`src/ssd_consts.svh`:
```
// Named constants for the dual axis safe stop delay unit.
// Assumes a single 25 MHz system clock; included by bare name.
`ifndef SSD_CONSTS_SVH
`define SSD_CONSTS_SVH

// ============================================================
// Clock and time base
`define SSD_CLK_KHZ        25000      // System clock in kHz (40 ns period)
`define SSD_TICK_MS        100        // Time base tick period in ms
`define SSD_ERR_TICKS      2          // Persistence before an input error

// ============================================================
// Delay figures in ms
`define SSD_DLY_0_MS       0
`define SSD_DLY_1P4_MS     1400
`define SSD_DLY_2P8_MS     2800
`define SSD_DLY_5P6_MS     5600
`define SSD_DLY_9P8_MS     9800
`define SSD_DLY_30P8_MS    30800

// ============================================================
// Selector capture and widths
`define SSD_SEL_W          4          // Selector code width
`define SSD_DLY_W          16         // Delay width in ticks
`define SSD_SETTLE_CYC     2'h3       // Cycles before selectors are taken
`define SSD_TICK_W         32         // Tick prescaler width

`endif

```
`src/ssd_pkg.sv`:
```
// Types shared by the safe stop delay unit.
// Assumes ssd_consts.svh is available on the include path.
`include "ssd_consts.svh"

package ssd_pkg;
    // ============================================================
    // Axis state, one-hot
    typedef enum logic [2:0] {
        SSD_ST_RUN = 3'b001,  // Outputs closed, axis may drive
        SSD_ST_DLY = 3'b010,  // Shut-off requested, delay running
        SSD_ST_STO = 3'b100   // Outputs open, torque off
    } ssd_state_e;

    typedef logic [`SSD_DLY_W-1:0] ssd_dly_t;
    typedef logic [`SSD_SEL_W-1:0] ssd_sel_t;
endpackage

```
`src/ssd_top.sv`:
```
// Top of the dual axis safe stop delay unit: pin sync, selector capture,
// delay table, fault gathering and indicator drive.
// Assumes all pin inputs are asynchronous and i_rstn is the power-up reset.
`timescale 1ns/100ps
`include "ssd_consts.svh"

module ssd_top #(
    parameter int P_TICK_MS  = `SSD_TICK_MS,
    parameter int P_TICK_CYC = `SSD_TICK_MS * `SSD_CLK_KHZ
) (
    input  wire logic              i_clk,
    input  wire logic              i_rstn,
    input  wire logic              i_ce,
    input  wire ssd_pkg::ssd_sel_t i_delay_selector_first,
    input  wire ssd_pkg::ssd_sel_t i_delay_selector_second,
    input  wire logic              i_shutoff_channel_one_a,
    input  wire logic              i_shutoff_channel_two_a,
    input  wire logic              i_shutoff_release_input_a,
    input  wire logic              i_torque_off_feedback_a,
    input  wire logic              i_shutoff_channel_one_b,
    input  wire logic              i_shutoff_channel_two_b,
    input  wire logic              i_shutoff_release_input_b,
    input  wire logic              i_torque_off_feedback_b,
    output logic                   o_safety_output_one_a,
    output logic                   o_safety_output_two_a,
    output logic                   o_safety_output_one_b,
    output logic                   o_safety_output_two_b,
    output logic                   o_led_release_a,
    output logic                   o_led_channel_one_a,
    output logic                   o_led_channel_two_a,
    output logic                   o_led_sto_a,
    output logic                   o_led_out_one_a,
    output logic                   o_led_out_two_a,
    output logic                   o_led_fault_a,
    output logic                   o_led_release_b,
    output logic                   o_led_channel_one_b,
    output logic                   o_led_channel_two_b,
    output logic                   o_led_sto_b,
    output logic                   o_led_out_one_b,
    output logic                   o_led_out_two_b,
    output logic                   o_led_fault_b,
    output logic                   o_selector_match_indicator,
    output logic                   o_led_power
);
    import ssd_pkg::*;

    localparam int NPIN = 8;

    // ============================================================
    // Delay figures in ticks, derived from ms and the tick period
    localparam ssd_dly_t D_0   = ssd_dly_t'(`SSD_DLY_0_MS    / P_TICK_MS);
    localparam ssd_dly_t D_1P4 = ssd_dly_t'(`SSD_DLY_1P4_MS  / P_TICK_MS);
    localparam ssd_dly_t D_2P8 = ssd_dly_t'(`SSD_DLY_2P8_MS  / P_TICK_MS);
    localparam ssd_dly_t D_5P6 = ssd_dly_t'(`SSD_DLY_5P6_MS  / P_TICK_MS);
    localparam ssd_dly_t D_9P8 = ssd_dly_t'(`SSD_DLY_9P8_MS  / P_TICK_MS);
    localparam ssd_dly_t D_308 = ssd_dly_t'(`SSD_DLY_30P8_MS / P_TICK_MS);
    localparam logic [`SSD_TICK_W-1:0] TICK_LAST =
        `SSD_TICK_W'(P_TICK_CYC - 1);

    logic [NPIN-1:0]          pin_raw;
    logic [NPIN-1:0]          pin_s1_q;
    logic [NPIN-1:0]          pin_s2_q;
    ssd_sel_t                 sel1_s1_q;
    ssd_sel_t                 sel1_s2_q;
    ssd_sel_t                 sel2_s1_q;
    ssd_sel_t                 sel2_s2_q;
    ssd_sel_t                 sel1_q;
    ssd_sel_t                 sel2_q;
    logic                     cap_done_q;
    logic [1:0]               settle_q;
    logic [`SSD_TICK_W-1:0]   pre_q;
    logic                     tick_q;
    logic                     sel_err_q;
    ssd_dly_t                 dly_a;
    ssd_dly_t                 dly_b;
    logic                     hold;
    logic                     err_a;
    logic                     err_b;
    ssd_state_e               st_a;
    ssd_state_e               st_b;

    // ============================================================
    // Two-flop synchronisers for every pin input
    assign pin_raw = {i_shutoff_channel_one_a, i_shutoff_channel_two_a,
                      i_shutoff_release_input_a, i_torque_off_feedback_a,
                      i_shutoff_channel_one_b, i_shutoff_channel_two_b,
                      i_shutoff_release_input_b, i_torque_off_feedback_b};

    always_ff @(posedge i_clk) begin
        if (!i_rstn) begin
            pin_s1_q  <= '0;
            pin_s2_q  <= '0;
            sel1_s1_q <= '0;
            sel1_s2_q <= '0;
            sel2_s1_q <= '0;
            sel2_s2_q <= '0;
        end else if (i_ce) begin
            pin_s1_q  <= pin_raw;
            pin_s2_q  <= pin_s1_q;
            sel1_s1_q <= i_delay_selector_first;
            sel1_s2_q <= sel1_s1_q;
            sel2_s1_q <= i_delay_selector_second;
            sel2_s2_q <= sel2_s1_q;
        end
    end

    // ============================================================
    // Selector capture once after reset release; later moves are ignored
    always_ff @(posedge i_clk) begin
        if (!i_rstn) begin
            settle_q   <= 2'h0;
            cap_done_q <= 1'b0;
            sel1_q     <= '0;
            sel2_q     <= '0;
        end else if (i_ce && !cap_done_q) begin
            if (settle_q == `SSD_SETTLE_CYC) begin
                sel1_q     <= sel1_s2_q;
                sel2_q     <= sel2_s2_q;
                cap_done_q <= 1'b1;
            end else begin
                settle_q <= settle_q + 2'h1;
            end
        end
    end

    // Mismatch is checked on the captured codes only
    always_ff @(posedge i_clk) begin
        if (!i_rstn) begin
            sel_err_q <= 1'b0;
        end else if (i_ce && cap_done_q && sel1_q != sel2_q) begin
            sel_err_q <= 1'b1;
        end
    end

    // ============================================================
    // Delay table; equal codes are required, so the first one steers
    always_comb begin
        dly_a = D_0;
        dly_b = D_0;
        case (sel1_q)
            4'h0: begin dly_a = D_0;   dly_b = D_0;   end
            4'h1: begin dly_a = D_0;   dly_b = D_1P4; end
            4'h2: begin dly_a = D_0;   dly_b = D_2P8; end
            4'h3: begin dly_a = D_0;   dly_b = D_9P8; end
            4'h4: begin dly_a = D_0;   dly_b = D_308; end
            4'h5: begin dly_a = D_1P4; dly_b = D_2P8; end
            4'h6: begin dly_a = D_1P4; dly_b = D_9P8; end
            4'h7: begin dly_a = D_1P4; dly_b = D_308; end
            4'h8: begin dly_a = D_2P8; dly_b = D_2P8; end
            4'h9: begin dly_a = D_2P8; dly_b = D_9P8; end
            4'hA: begin dly_a = D_2P8; dly_b = D_308; end
            4'hB: begin dly_a = D_5P6; dly_b = D_9P8; end
            4'hC: begin dly_a = D_5P6; dly_b = D_308; end
            4'hD: begin dly_a = D_9P8; dly_b = D_9P8; end
            4'hE: begin dly_a = D_9P8; dly_b = D_308; end
            4'hF: begin dly_a = D_308; dly_b = D_308; end
            default: begin dly_a = D_308; dly_b = D_308; end
        endcase
    end

    // ============================================================
    // Time base: one-cycle tick every P_TICK_CYC clocks
    always_ff @(posedge i_clk) begin
        if (!i_rstn) begin
            pre_q  <= '0;
            tick_q <= 1'b0;
        end else if (i_ce) begin
            tick_q <= (pre_q == TICK_LAST);
            pre_q  <= (pre_q == TICK_LAST) ? '0 : pre_q + 1'b1;
        end
    end

    // Any fault stops both axes; no release until capture is complete
    assign hold = sel_err_q | err_a | err_b | ~cap_done_q;

    // ============================================================
    // Axis instances; channel inputs assume the same signal on both
    ssd_axis u_axis_a (
        .i_clk   (i_clk),
        .i_rstn  (i_rstn),
        .i_ce    (i_ce),
        .i_tick  (tick_q),
        .i_dly   (dly_a),
        .i_ch1   (pin_s2_q[7]),
        .i_ch2   (pin_s2_q[6]),
        .i_rel   (pin_s2_q[5]),
        .i_tof   (pin_s2_q[4]),
        .i_hold  (hold),
        .o_state (st_a),
        .o_err   (err_a)
    );

    ssd_axis u_axis_b (
        .i_clk   (i_clk),
        .i_rstn  (i_rstn),
        .i_ce    (i_ce),
        .i_tick  (tick_q),
        .i_dly   (dly_b),
        .i_ch1   (pin_s2_q[3]),
        .i_ch2   (pin_s2_q[2]),
        .i_rel   (pin_s2_q[1]),
        .i_tof   (pin_s2_q[0]),
        .i_hold  (hold),
        .o_state (st_b),
        .o_err   (err_b)
    );

    // ============================================================
    // Safety outputs: closed (1) drives, open (0) is STO; pairs identical
    always_ff @(posedge i_clk) begin
        if (!i_rstn) begin
            o_safety_output_one_a <= 1'b0;
            o_safety_output_two_a <= 1'b0;
            o_safety_output_one_b <= 1'b0;
            o_safety_output_two_b <= 1'b0;
        end else if (i_ce) begin
            o_safety_output_one_a <= ~st_a[2] & ~hold;
            o_safety_output_two_a <= ~st_a[2] & ~hold;
            o_safety_output_one_b <= ~st_b[2] & ~hold;
            o_safety_output_two_b <= ~st_b[2] & ~hold;
        end
    end

    // ============================================================
    // Per-axis indicators; a forced stop lights STO with the outputs
    always_ff @(posedge i_clk) begin
        if (!i_rstn) begin
            o_led_release_a     <= 1'b0;
            o_led_channel_one_a <= 1'b0;
            o_led_channel_two_a <= 1'b0;
            o_led_sto_a         <= 1'b0;
            o_led_out_one_a     <= 1'b0;
            o_led_out_two_a     <= 1'b0;
            o_led_release_b     <= 1'b0;
            o_led_channel_one_b <= 1'b0;
            o_led_channel_two_b <= 1'b0;
            o_led_sto_b         <= 1'b0;
            o_led_out_one_b     <= 1'b0;
            o_led_out_two_b     <= 1'b0;
        end else if (i_ce) begin
            o_led_release_a     <= pin_s2_q[5];
            o_led_channel_one_a <= ~pin_s2_q[7];
            o_led_channel_two_a <= ~pin_s2_q[6];
            o_led_sto_a         <= st_a[2] | hold;
            o_led_out_one_a     <= ~o_safety_output_one_a;
            o_led_out_two_a     <= ~o_safety_output_two_a;
            o_led_release_b     <= pin_s2_q[1];
            o_led_channel_one_b <= ~pin_s2_q[3];
            o_led_channel_two_b <= ~pin_s2_q[2];
            o_led_sto_b         <= st_b[2] | hold;
            o_led_out_one_b     <= ~o_safety_output_one_b;
            o_led_out_two_b     <= ~o_safety_output_two_b;
        end
    end

    // ============================================================
    // Fault, selector match and power indicators
    // Selector mismatch lights both fault indicators, it affects both axes
    always_ff @(posedge i_clk) begin
        if (!i_rstn) begin
            o_led_fault_a              <= 1'b0;
            o_led_fault_b              <= 1'b0;
            o_selector_match_indicator <= 1'b0;
            o_led_power                <= 1'b0;
        end else if (i_ce) begin
            o_led_fault_a              <= sel_err_q | err_a;
            o_led_fault_b              <= sel_err_q | err_b;
            o_selector_match_indicator <= cap_done_q
                                          && (sel1_q == sel2_q);
            o_led_power                <= 1'b1;
        end
    end
endmodule // ssd_top

```
`src/ssd_axis.sv`:
```
// One axis of the safe stop delay: delay timer, STO state, input checks.
// Assumes synchronised inputs and a one-cycle time base tick from the top.
`timescale 1ns/100ps
`include "ssd_consts.svh"

module ssd_axis #(
    parameter logic [3:0] P_ERR_TICKS = 4'(`SSD_ERR_TICKS)
) (
    input  wire logic             i_clk,
    input  wire logic             i_rstn,
    input  wire logic             i_ce,
    input  wire logic             i_tick,
    input  wire ssd_pkg::ssd_dly_t i_dly,
    input  wire logic             i_ch1,
    input  wire logic             i_ch2,
    input  wire logic             i_rel,
    input  wire logic             i_tof,
    input  wire logic             i_hold,
    output ssd_pkg::ssd_state_e   o_state,
    output logic                  o_err
);
    import ssd_pkg::*;

    ssd_state_e state_q;
    ssd_dly_t   cnt_q;
    logic       rel_prev_q;
    logic [3:0] disc_q;
    logic [3:0] tofe_q;
    logic       shut;
    logic       rel_fall;
    logic       sto;

    // ============================================================
    // Request and release decode
    // Either open channel counts as a request: the safe reading of a split
    assign shut     = ~i_ch1 | ~i_ch2;
    assign rel_fall = rel_prev_q & ~i_rel;  // Connected to released
    assign sto      = state_q[2];

    always_ff @(posedge i_clk) begin
        if (!i_rstn) begin
            rel_prev_q <= 1'b0;
        end else if (i_ce) begin
            rel_prev_q <= i_rel;
        end
    end

    // ============================================================
    // Axis state machine; starts in STO so power-up needs a release
    always_ff @(posedge i_clk) begin
        if (!i_rstn) begin
            state_q <= SSD_ST_STO;
            cnt_q   <= '0;
        end else if (i_ce) begin
            case (state_q)
                SSD_ST_RUN: begin
                    if (i_hold) begin
                        state_q <= SSD_ST_STO;
                    end else if (shut) begin
                        state_q <= SSD_ST_DLY;  // Timing starts
                        cnt_q   <= '0;
                    end
                end
                SSD_ST_DLY: begin
                    // A started stop runs out even if the request drops
                    if (i_hold) begin
                        state_q <= SSD_ST_STO;
                    end else if (cnt_q >= i_dly) begin
                        state_q <= SSD_ST_STO;  // Delay expired; only i_hold ends it sooner
                    end else if (i_tick) begin
                        cnt_q <= cnt_q + 1'b1;
                    end
                end
                SSD_ST_STO: begin
                    if (rel_fall && !shut && !i_hold) begin
                        state_q <= SSD_ST_RUN;
                    end
                end
                default: state_q <= SSD_ST_STO;
            endcase
        end
    end

    // ============================================================
    // Channel discrepancy and feedback mismatch, counted in ticks
    always_ff @(posedge i_clk) begin
        if (!i_rstn) begin
            disc_q <= 4'h0;
            tofe_q <= 4'h0;
        end else if (i_ce) begin
            if (i_ch1 == i_ch2) begin
                disc_q <= 4'h0;
            end else if (i_tick && disc_q != P_ERR_TICKS) begin
                disc_q <= disc_q + 4'h1;
            end
            // Amplifier gets a grace window to follow the outputs
            if (i_tof == sto) begin
                tofe_q <= 4'h0;
            end else if (i_tick && tofe_q != P_ERR_TICKS) begin
                tofe_q <= tofe_q + 4'h1;
            end
        end
    end

    // Sticky error, cleared only by power-up reset
    always_ff @(posedge i_clk) begin
        if (!i_rstn) begin
            o_err <= 1'b0;
        end else if (i_ce) begin
            if (disc_q == P_ERR_TICKS || tofe_q == P_ERR_TICKS
                || (rel_fall && shut)) begin
                o_err <= 1'b1;
            end
        end
    end

    assign o_state = state_q;
endmodule // ssd_axis

```
`config.mk`:
```
export PLATFORM = sky130hd
export DESIGN_NAME = ssd_top
export DESIGN_NICKNAME = d
export VERILOG_FILES = /design/src/ssd_pkg.sv /design/src/ssd_top.sv /design/src/ssd_axis.sv
export VERILOG_INCLUDE_DIRS = /design/src
export SDC_FILE = /design/constraint.sdc
export NUM_CORES = 1
export LEC_CHECK = 0
export BUFFER_PORTS_ARGS = -buffer_cell sky130_fd_sc_hd__buf_2
export CAP_MARGIN = 20
export CORE_ASPECT_RATIO = 1.5
export CORE_MARGIN = 2
export CORE_UTILIZATION = 42
export CTS_BUF_LIST = sky130_fd_sc_hd__clkbuf_8
export DETAILED_ROUTE_END_ITERATION = 8
export MAX_ROUTING_LAYER = met4
export PLACE_DENSITY = 0.63
export SLEW_MARGIN = 20
export SYNTH_ARGS = -nofsm -noshare
export SYNTH_HDL_FRONTEND = slang
export SYNTH_SLANG_ARGS = --single-unit
```
`constraint.sdc`:
```
create_clock -name i_clk -period 3.3 [get_ports i_clk]
set_clock_uncertainty 0.05 [all_clocks]
set_input_delay 0.33 -clock i_clk [delete_from_list [all_inputs] [get_ports i_clk]]
set_output_delay 0.33 -clock i_clk [all_outputs]
set_load 0.05 [all_outputs]
```
==> After elaboration in Yosys (flattened, before gate mapping) <==
Memory sizes are Yosys's and may differ from the RTL's. A register that Yosys moved wholly into a read port is not among the register bits.
Cells that the tools add are included.
{ "op_classes": {"magnitude_cmp": 2, "bitwise": 25, "reduce_logical": 40, "n_eq_ne": 38, "mux": 35, "add_sub_neg": 8} }
{ "ops": {"columns": ["operator", "count"], "rows": [
  ["16-bit two-way mux", 10],
  ["16-bit case mux with 2 select lines", 2],
  ["4-bit two-way mux", 10],
  ["16-bit by 1-bit adder with 16-bit output, second input constant", 2],
  ["32-bit by 1-bit adder with 32-bit output, second input constant", 1],
  ["32-bit by 22-bit == test with 1-bit output, second input constant", 1],
  ["16-bit >= comparator", 2],
  ["32-bit two-way mux", 1],
  ["3-bit two-way mux", 10],
  ["3-bit case mux with 3 select lines", 2],
  ["4-bit by 1-bit adder with 4-bit output, second input constant", 4],
  ["4-bit by 2-bit == test with 1-bit output, second input constant", 4],
  ["2-bit != test, second input constant", 8],
  ["4-bit by 2-bit != test with 1-bit output, second input constant", 4],
  ["2-bit AND reduction", 8],
  ["1-bit logical AND", 14],
  ["7-bit AND reduction", 2],
  ["1-bit NOT", 13],
  ["3-bit by 2-bit != test with 1-bit output, second input constant", 4],
  ["2-bit nonzero test", 6],
  ["2-bit by 1-bit != test with 1-bit output, second input constant", 4],
  ["1-bit OR", 8],
  ["4-bit AND reduction", 2],
  ["3-bit by 1-bit == test with 1-bit output, second input constant", 2],
  ["10 further kinds", 24]
]} }
{ "totals": {"in_bits": 19, "romBits": 224, "memories": 1, "out_inout_bits": 20, "word_cells": 188, "regBits": 149} }
{ "memory_table": {"columns": ["memory", "words", "word_bits", "read_ports", "rd_clocked_by_memory_dff", "wr", "line", "source"], "rows": [
  ["(name not given)", 16, 14, 1, 1, 0, "ssd_top.sv:140", "case (sel1_q)"]
]} }

==> Longest topological paths before layout <==
{ "logic_depth": {"depth_word": 7, "depth_mapped": 10, "depth_no_buf": 9} }

==> By module <==
Synthesis repeated with hierarchy kept, for this count alone.
{ "hier_totals": {"cells_unflattened": 996, "hier_area_um2": 8773.4} }
{ "modules_own_cells": {"columns": ["mod", "n_inst", "area_each_um2", "seq_area_each_um2", "cells_per_inst"], "rows": [
  ["ssd_top", 1, 4538.1, 2142.1, 480],
  ["ssd_axis at u_axis_a", 1, 2147.1, 580.6, 256],
  ["ssd_axis at u_axis_b", 1, 2088.3, 580.6, 260]
]} }

==> Worst setup path after synthesis <==
No wires, ideal clock.
{ "synth_timing": {"path_kind": "flip-flop to flip-flop", "startpoint": "reg pin_s2_q[2]", "endpoint": "reg u_axis_b.cnt_q[6]", "arrival_time_ns": 2.193, "t_required_ns": 3.180, "path_buffers": 1, "slack_ns": 0.987, "setup_ns": 0.070, "synth_period_minus_slack_ns": 2.313, "path_stages_with_launch": 9, "cell_sequence": "dfxtp_1 ha_1 nor3b_1 a21oi_2 nand2b_4 or4b_1 buf_2 or3_1 a21oi_1"} }
{ "synth_between": {"elab_chain_len": 4} }
{ "synth_rtl": {"columns": ["item", "line", "source"], "rows": [
  ["from (decl)", "ssd_top.sv:62", "logic [NPIN-1:0] pin_s2_q;"],
  ["from (signal assigned)", "ssd_top.sv:99", "pin_s2_q <= pin_s1_q;"],
  ["1-bit NOT", "ssd_axis.sv:36", "assign shut = ~i_ch1 | ~i_ch2;"],
  ["1-bit OR", "ssd_axis.sv:36", null],
  ["2-bit by 1-bit != test with 1-bit output (no source line)", null, null],
  ["7-bit AND reduction (no source line)", null, null],
  ["to (signal assigned)", "ssd_axis.sv:71", "cnt_q <= cnt_q + 1'b1;"],
  ["to (decl)", "ssd_axis.sv:25", "ssd_dly_t cnt_q;"]
]} }
No other way between the ends.
A chain may end at the register's enable or synchronous reset.

==> Worst setup path in the final report <==
Same ends and word-level chain as after synthesis.

==> metrics.md <==
| Metric | Value |
|---|---|
| Cell area after synthesis | 7371 sq um |
| CTS Root Cell | clkbuf_8 |
| Sw Share | between 20% and 30% |
| Top area cells in the synthesized netlist | dfxtp_1, nor2_1, mux2i_1 |
| Clk slew on worst S/H paths | 0.09 ns |
| Post-layout min period | 2.610 ns |
| Top cell type's share of synthesized area | between 40% and 50% |
| Post-synth EDFFs | 0 |
| Fraction of the mapped netlist area in adder cells | under 10% |
| Finished Cell Area | about 8000 sq um |
| Clock share of power | 39.3% |
| Setup-failing EPs final | 0 |
| Comb power frac | approximately 5.6% |
| # fillers | 1746 |
| Simple-gate area share of the yosys netlist | around 24% |
| P_int | between 0.002 and 0.003 W |
| Total grt overflow | 0 |
| Initial antenna violation count | 0 |
| Synth unique cells | 55 |
| LEAKAGE | between 3 and 4 nW |
| Slew HR | 59.03% |
| Synth cell count leaders | dfxtp_1, nor2_1, nand2_1, mux2i_1, a21oi_1 |
| Post-synth top area cell | dfxtp_1 |
| Vias in the first global route | 5529 |
| Area of the multi-input gates | 3835 sq um |
| Detail Placement HPWL | approximately 11000 um |
| Status | completed |
| Post-synth top flop | dfxtp_1 |
| Drt total wl | about 16000 um |
| CTS buffer count | 17 |
| Sequential power share | a little under three fifths |
| Iteration-0 DRC Markers | 237 |
| Worst EP required | ~3.6 ns |
| # port buffers | 38 |
| Final Cycle Share | 79.10% |
| Via count | 5776 |
| Synth Area in Compound Gates | 10.02% |
| Gr usage total | 17.82% |
| Setup Buffers After CTS | 0 |
| Crit end category | register |
| Antenna diodes | 0 |
| Syn nets | approximately 890 |
| Max-Cap Viols | 0 |
| Fin nets | 920 |
| CP Max Fanout | 9 |
| Final Max Tran Viols | 0 |
| Chip width | 112.2 um |
| Critical Path AT | slightly below 3 ns |
| Max Clk Rate | roughly 0.38 GHz |
| Register area | 3263 sq um |
| First-pass GRT wire length | 26500 um |
| Dpl cell area | roughly 7700 sq um |
| Unrepaired setup endpoints after global routing | no |
| Post-Synthesis Cells | 837 |
| Num Clock Sinks | 163 |
| CTS max path bufs | 2 |
| Mux contribution to synthesized area | 6.654% |
| Drt drc | 0 |
| Clk_lat worst skew | 0.46 ns |
| Worst Tran Pin Value | 0.6117 ns |
| Area delta synth->final | 10.42% |
| TNS Setup | 0 ns |
| CTS H-tree depth | 4 |
| Synth Area in XOR/XNOR | 5.109% |
| Worst reg2reg setup slack | 0.69 ns |
| IO Pins | 39 |
| Most frequent cell after synthesis | dfxtp_1 |
| CP startpoint kind | register |
| Starting Density | a little over two fifths |
| Routed len/inst | 14.43 um |
| Share of cells above drive strength 1 | 10.47% |
| Pin count of the biggest net entering global routing | 53 |
| DRT antenna net count | 0 |
| Largest family of logic cells by synthesized area | simple AND/OR/NAND/NOR gates |
| FFs w/ async S/R, synth | 0% |
| Area of the die | 18650 sq um |
| Pwr dens | 451.6 nW/um^2 |
| CTS Hold Bufs | 0 |
| VDD IR-drop max | 300.1 uV |
| GP Congestion | approximately 0.79 |
| Row cnt | 59 |
| FF+latch count, synth | ~160 |
| Sw Pwr | 0.0008988 W |
| Synth warn | 0 |
| Vias per cell | 5.289 |
| Die Ht | ~170 um |
| Mean Syn Cell Area | about 8.8 sq um |
| Crit path kind | reg2reg |
| Worst hold path type | in2reg |
| Core area | 17270 sq um |
| 1st-pass router iterations | 4 |
| Fin. Hold Viols | 0 |
| CTS tree | built |
| Seq/Total Area, Yosys | 44.27% |
| CTS resizes | 0 |
==> stage by stage <==
stage,power (W),hold slack (ns),utilization (%),worst slack [ns],instances
4_1_cts,0.003728,0.02282,47.12,0.6990,1092
3_5_place_dp,0.002278,0.3892,44.81,0.6896,1060
3_3_place_gp,0.002276,0.3826,44.81,0.7249,1060
5_1_grt,0.003830,0.03335,47.12,0.4919,1092
2_1_floorplan,0.002221,0.3692,-,0.9868,837
6_report,0.003676,0.05287,47.12,0.6898,1092
==> critical path: stages, from the launching register on <==
cell	delay (ns)
dfxtp_1	0.33
ha_1	0.25
nor3b_1	0.45
a21oi_2	0.11
nand2b_4	0.17
or4b_1	0.65
or3_1	0.39
a21oi_1	0.14
==> state kept, by name (all words and copies together) (netlist names), 7 cells and up <==
signal,cells
pin_s2_q,8
dly_b,7
dly_a,7
pin_s1_q,8
pre_q,32
u_axis_a.cnt_q,16
u_axis_b.cnt_q,16
==> cells by family after synthesis <==
| family | Yosys count |
|---|---|
| AND/OR/NAND/NOR | 358 |
| flip-flops | 163 |
| AO/OA/AOI/OAI | 121 |
| buffers and inverters | 68 |
| multiplexers | 49 |
| XOR/XNOR | 43 |
| adder cells (fa/ha/maj) | 35 |
==> layout by cell type, fill, tap and decap left out, types with 10 or more instances in the layout <==
master and instances:
a31oi_1 20, xor2_1 21, mux2i_1 49, xnor2_1 22, buf_2 37, nand2_1 52, dfxtp_1 163, inv_1 30
and3_1 27, nor2_1 144, o21ai_0 24, nand2b_1 15, buf_4 10, a211oi_1 10, nand3_1 28, nand4_1 17
clkbuf_8 19, a21oi_1 41, ha_1 35, nor3_1 10
==> area by class of cell <==
type	count	area share (%)
Clock inverter	13	1.676
Sequential cell	163	40.09
Inverter	31	1.430
Clock buffer	19	3.213
Multi-Input combinational cell	606	47.12
Tap cell	213	3.274
Timing Repair Buffer	47	3.198
==> metal layers <==
layer / share of wire (%) / track usage (%)
met2: 51 / 30.41
met1: 44 / 20.44
met4: 2.7 / 6.999
met5: 0 / -
met3: 2.7 / 3.540
==> worst paths after layout <==
kind	to	cells past startpoint	from
worst max-delay path	u_axis_b.cnt_q[6]	7	pin_s2_q[2]
worst min-delay path	pin_s1_q[0]	3	i_torque_off_feedback_b
worst max register to register	u_axis_b.cnt_q[6]	7	pin_s2_q[2]
worst min register to register	u_axis_a.cnt_q[9]	2	u_axis_a.cnt_q[9]
==> power by group through the flow <==
stage	registers [W]	clock network, W	logic (W)
finish	0.00203	0.00145	0.000204
global route	0.00203	0.00157	0.000225
CTS	0.00203	0.00150	0.000207
detailed placement	0.00207	0	0.000206
global placement	0.00207	0	0.000204
floorplan	0.00210	0	0.000124
Note: power is estimated with default switching activity, not from simulation.
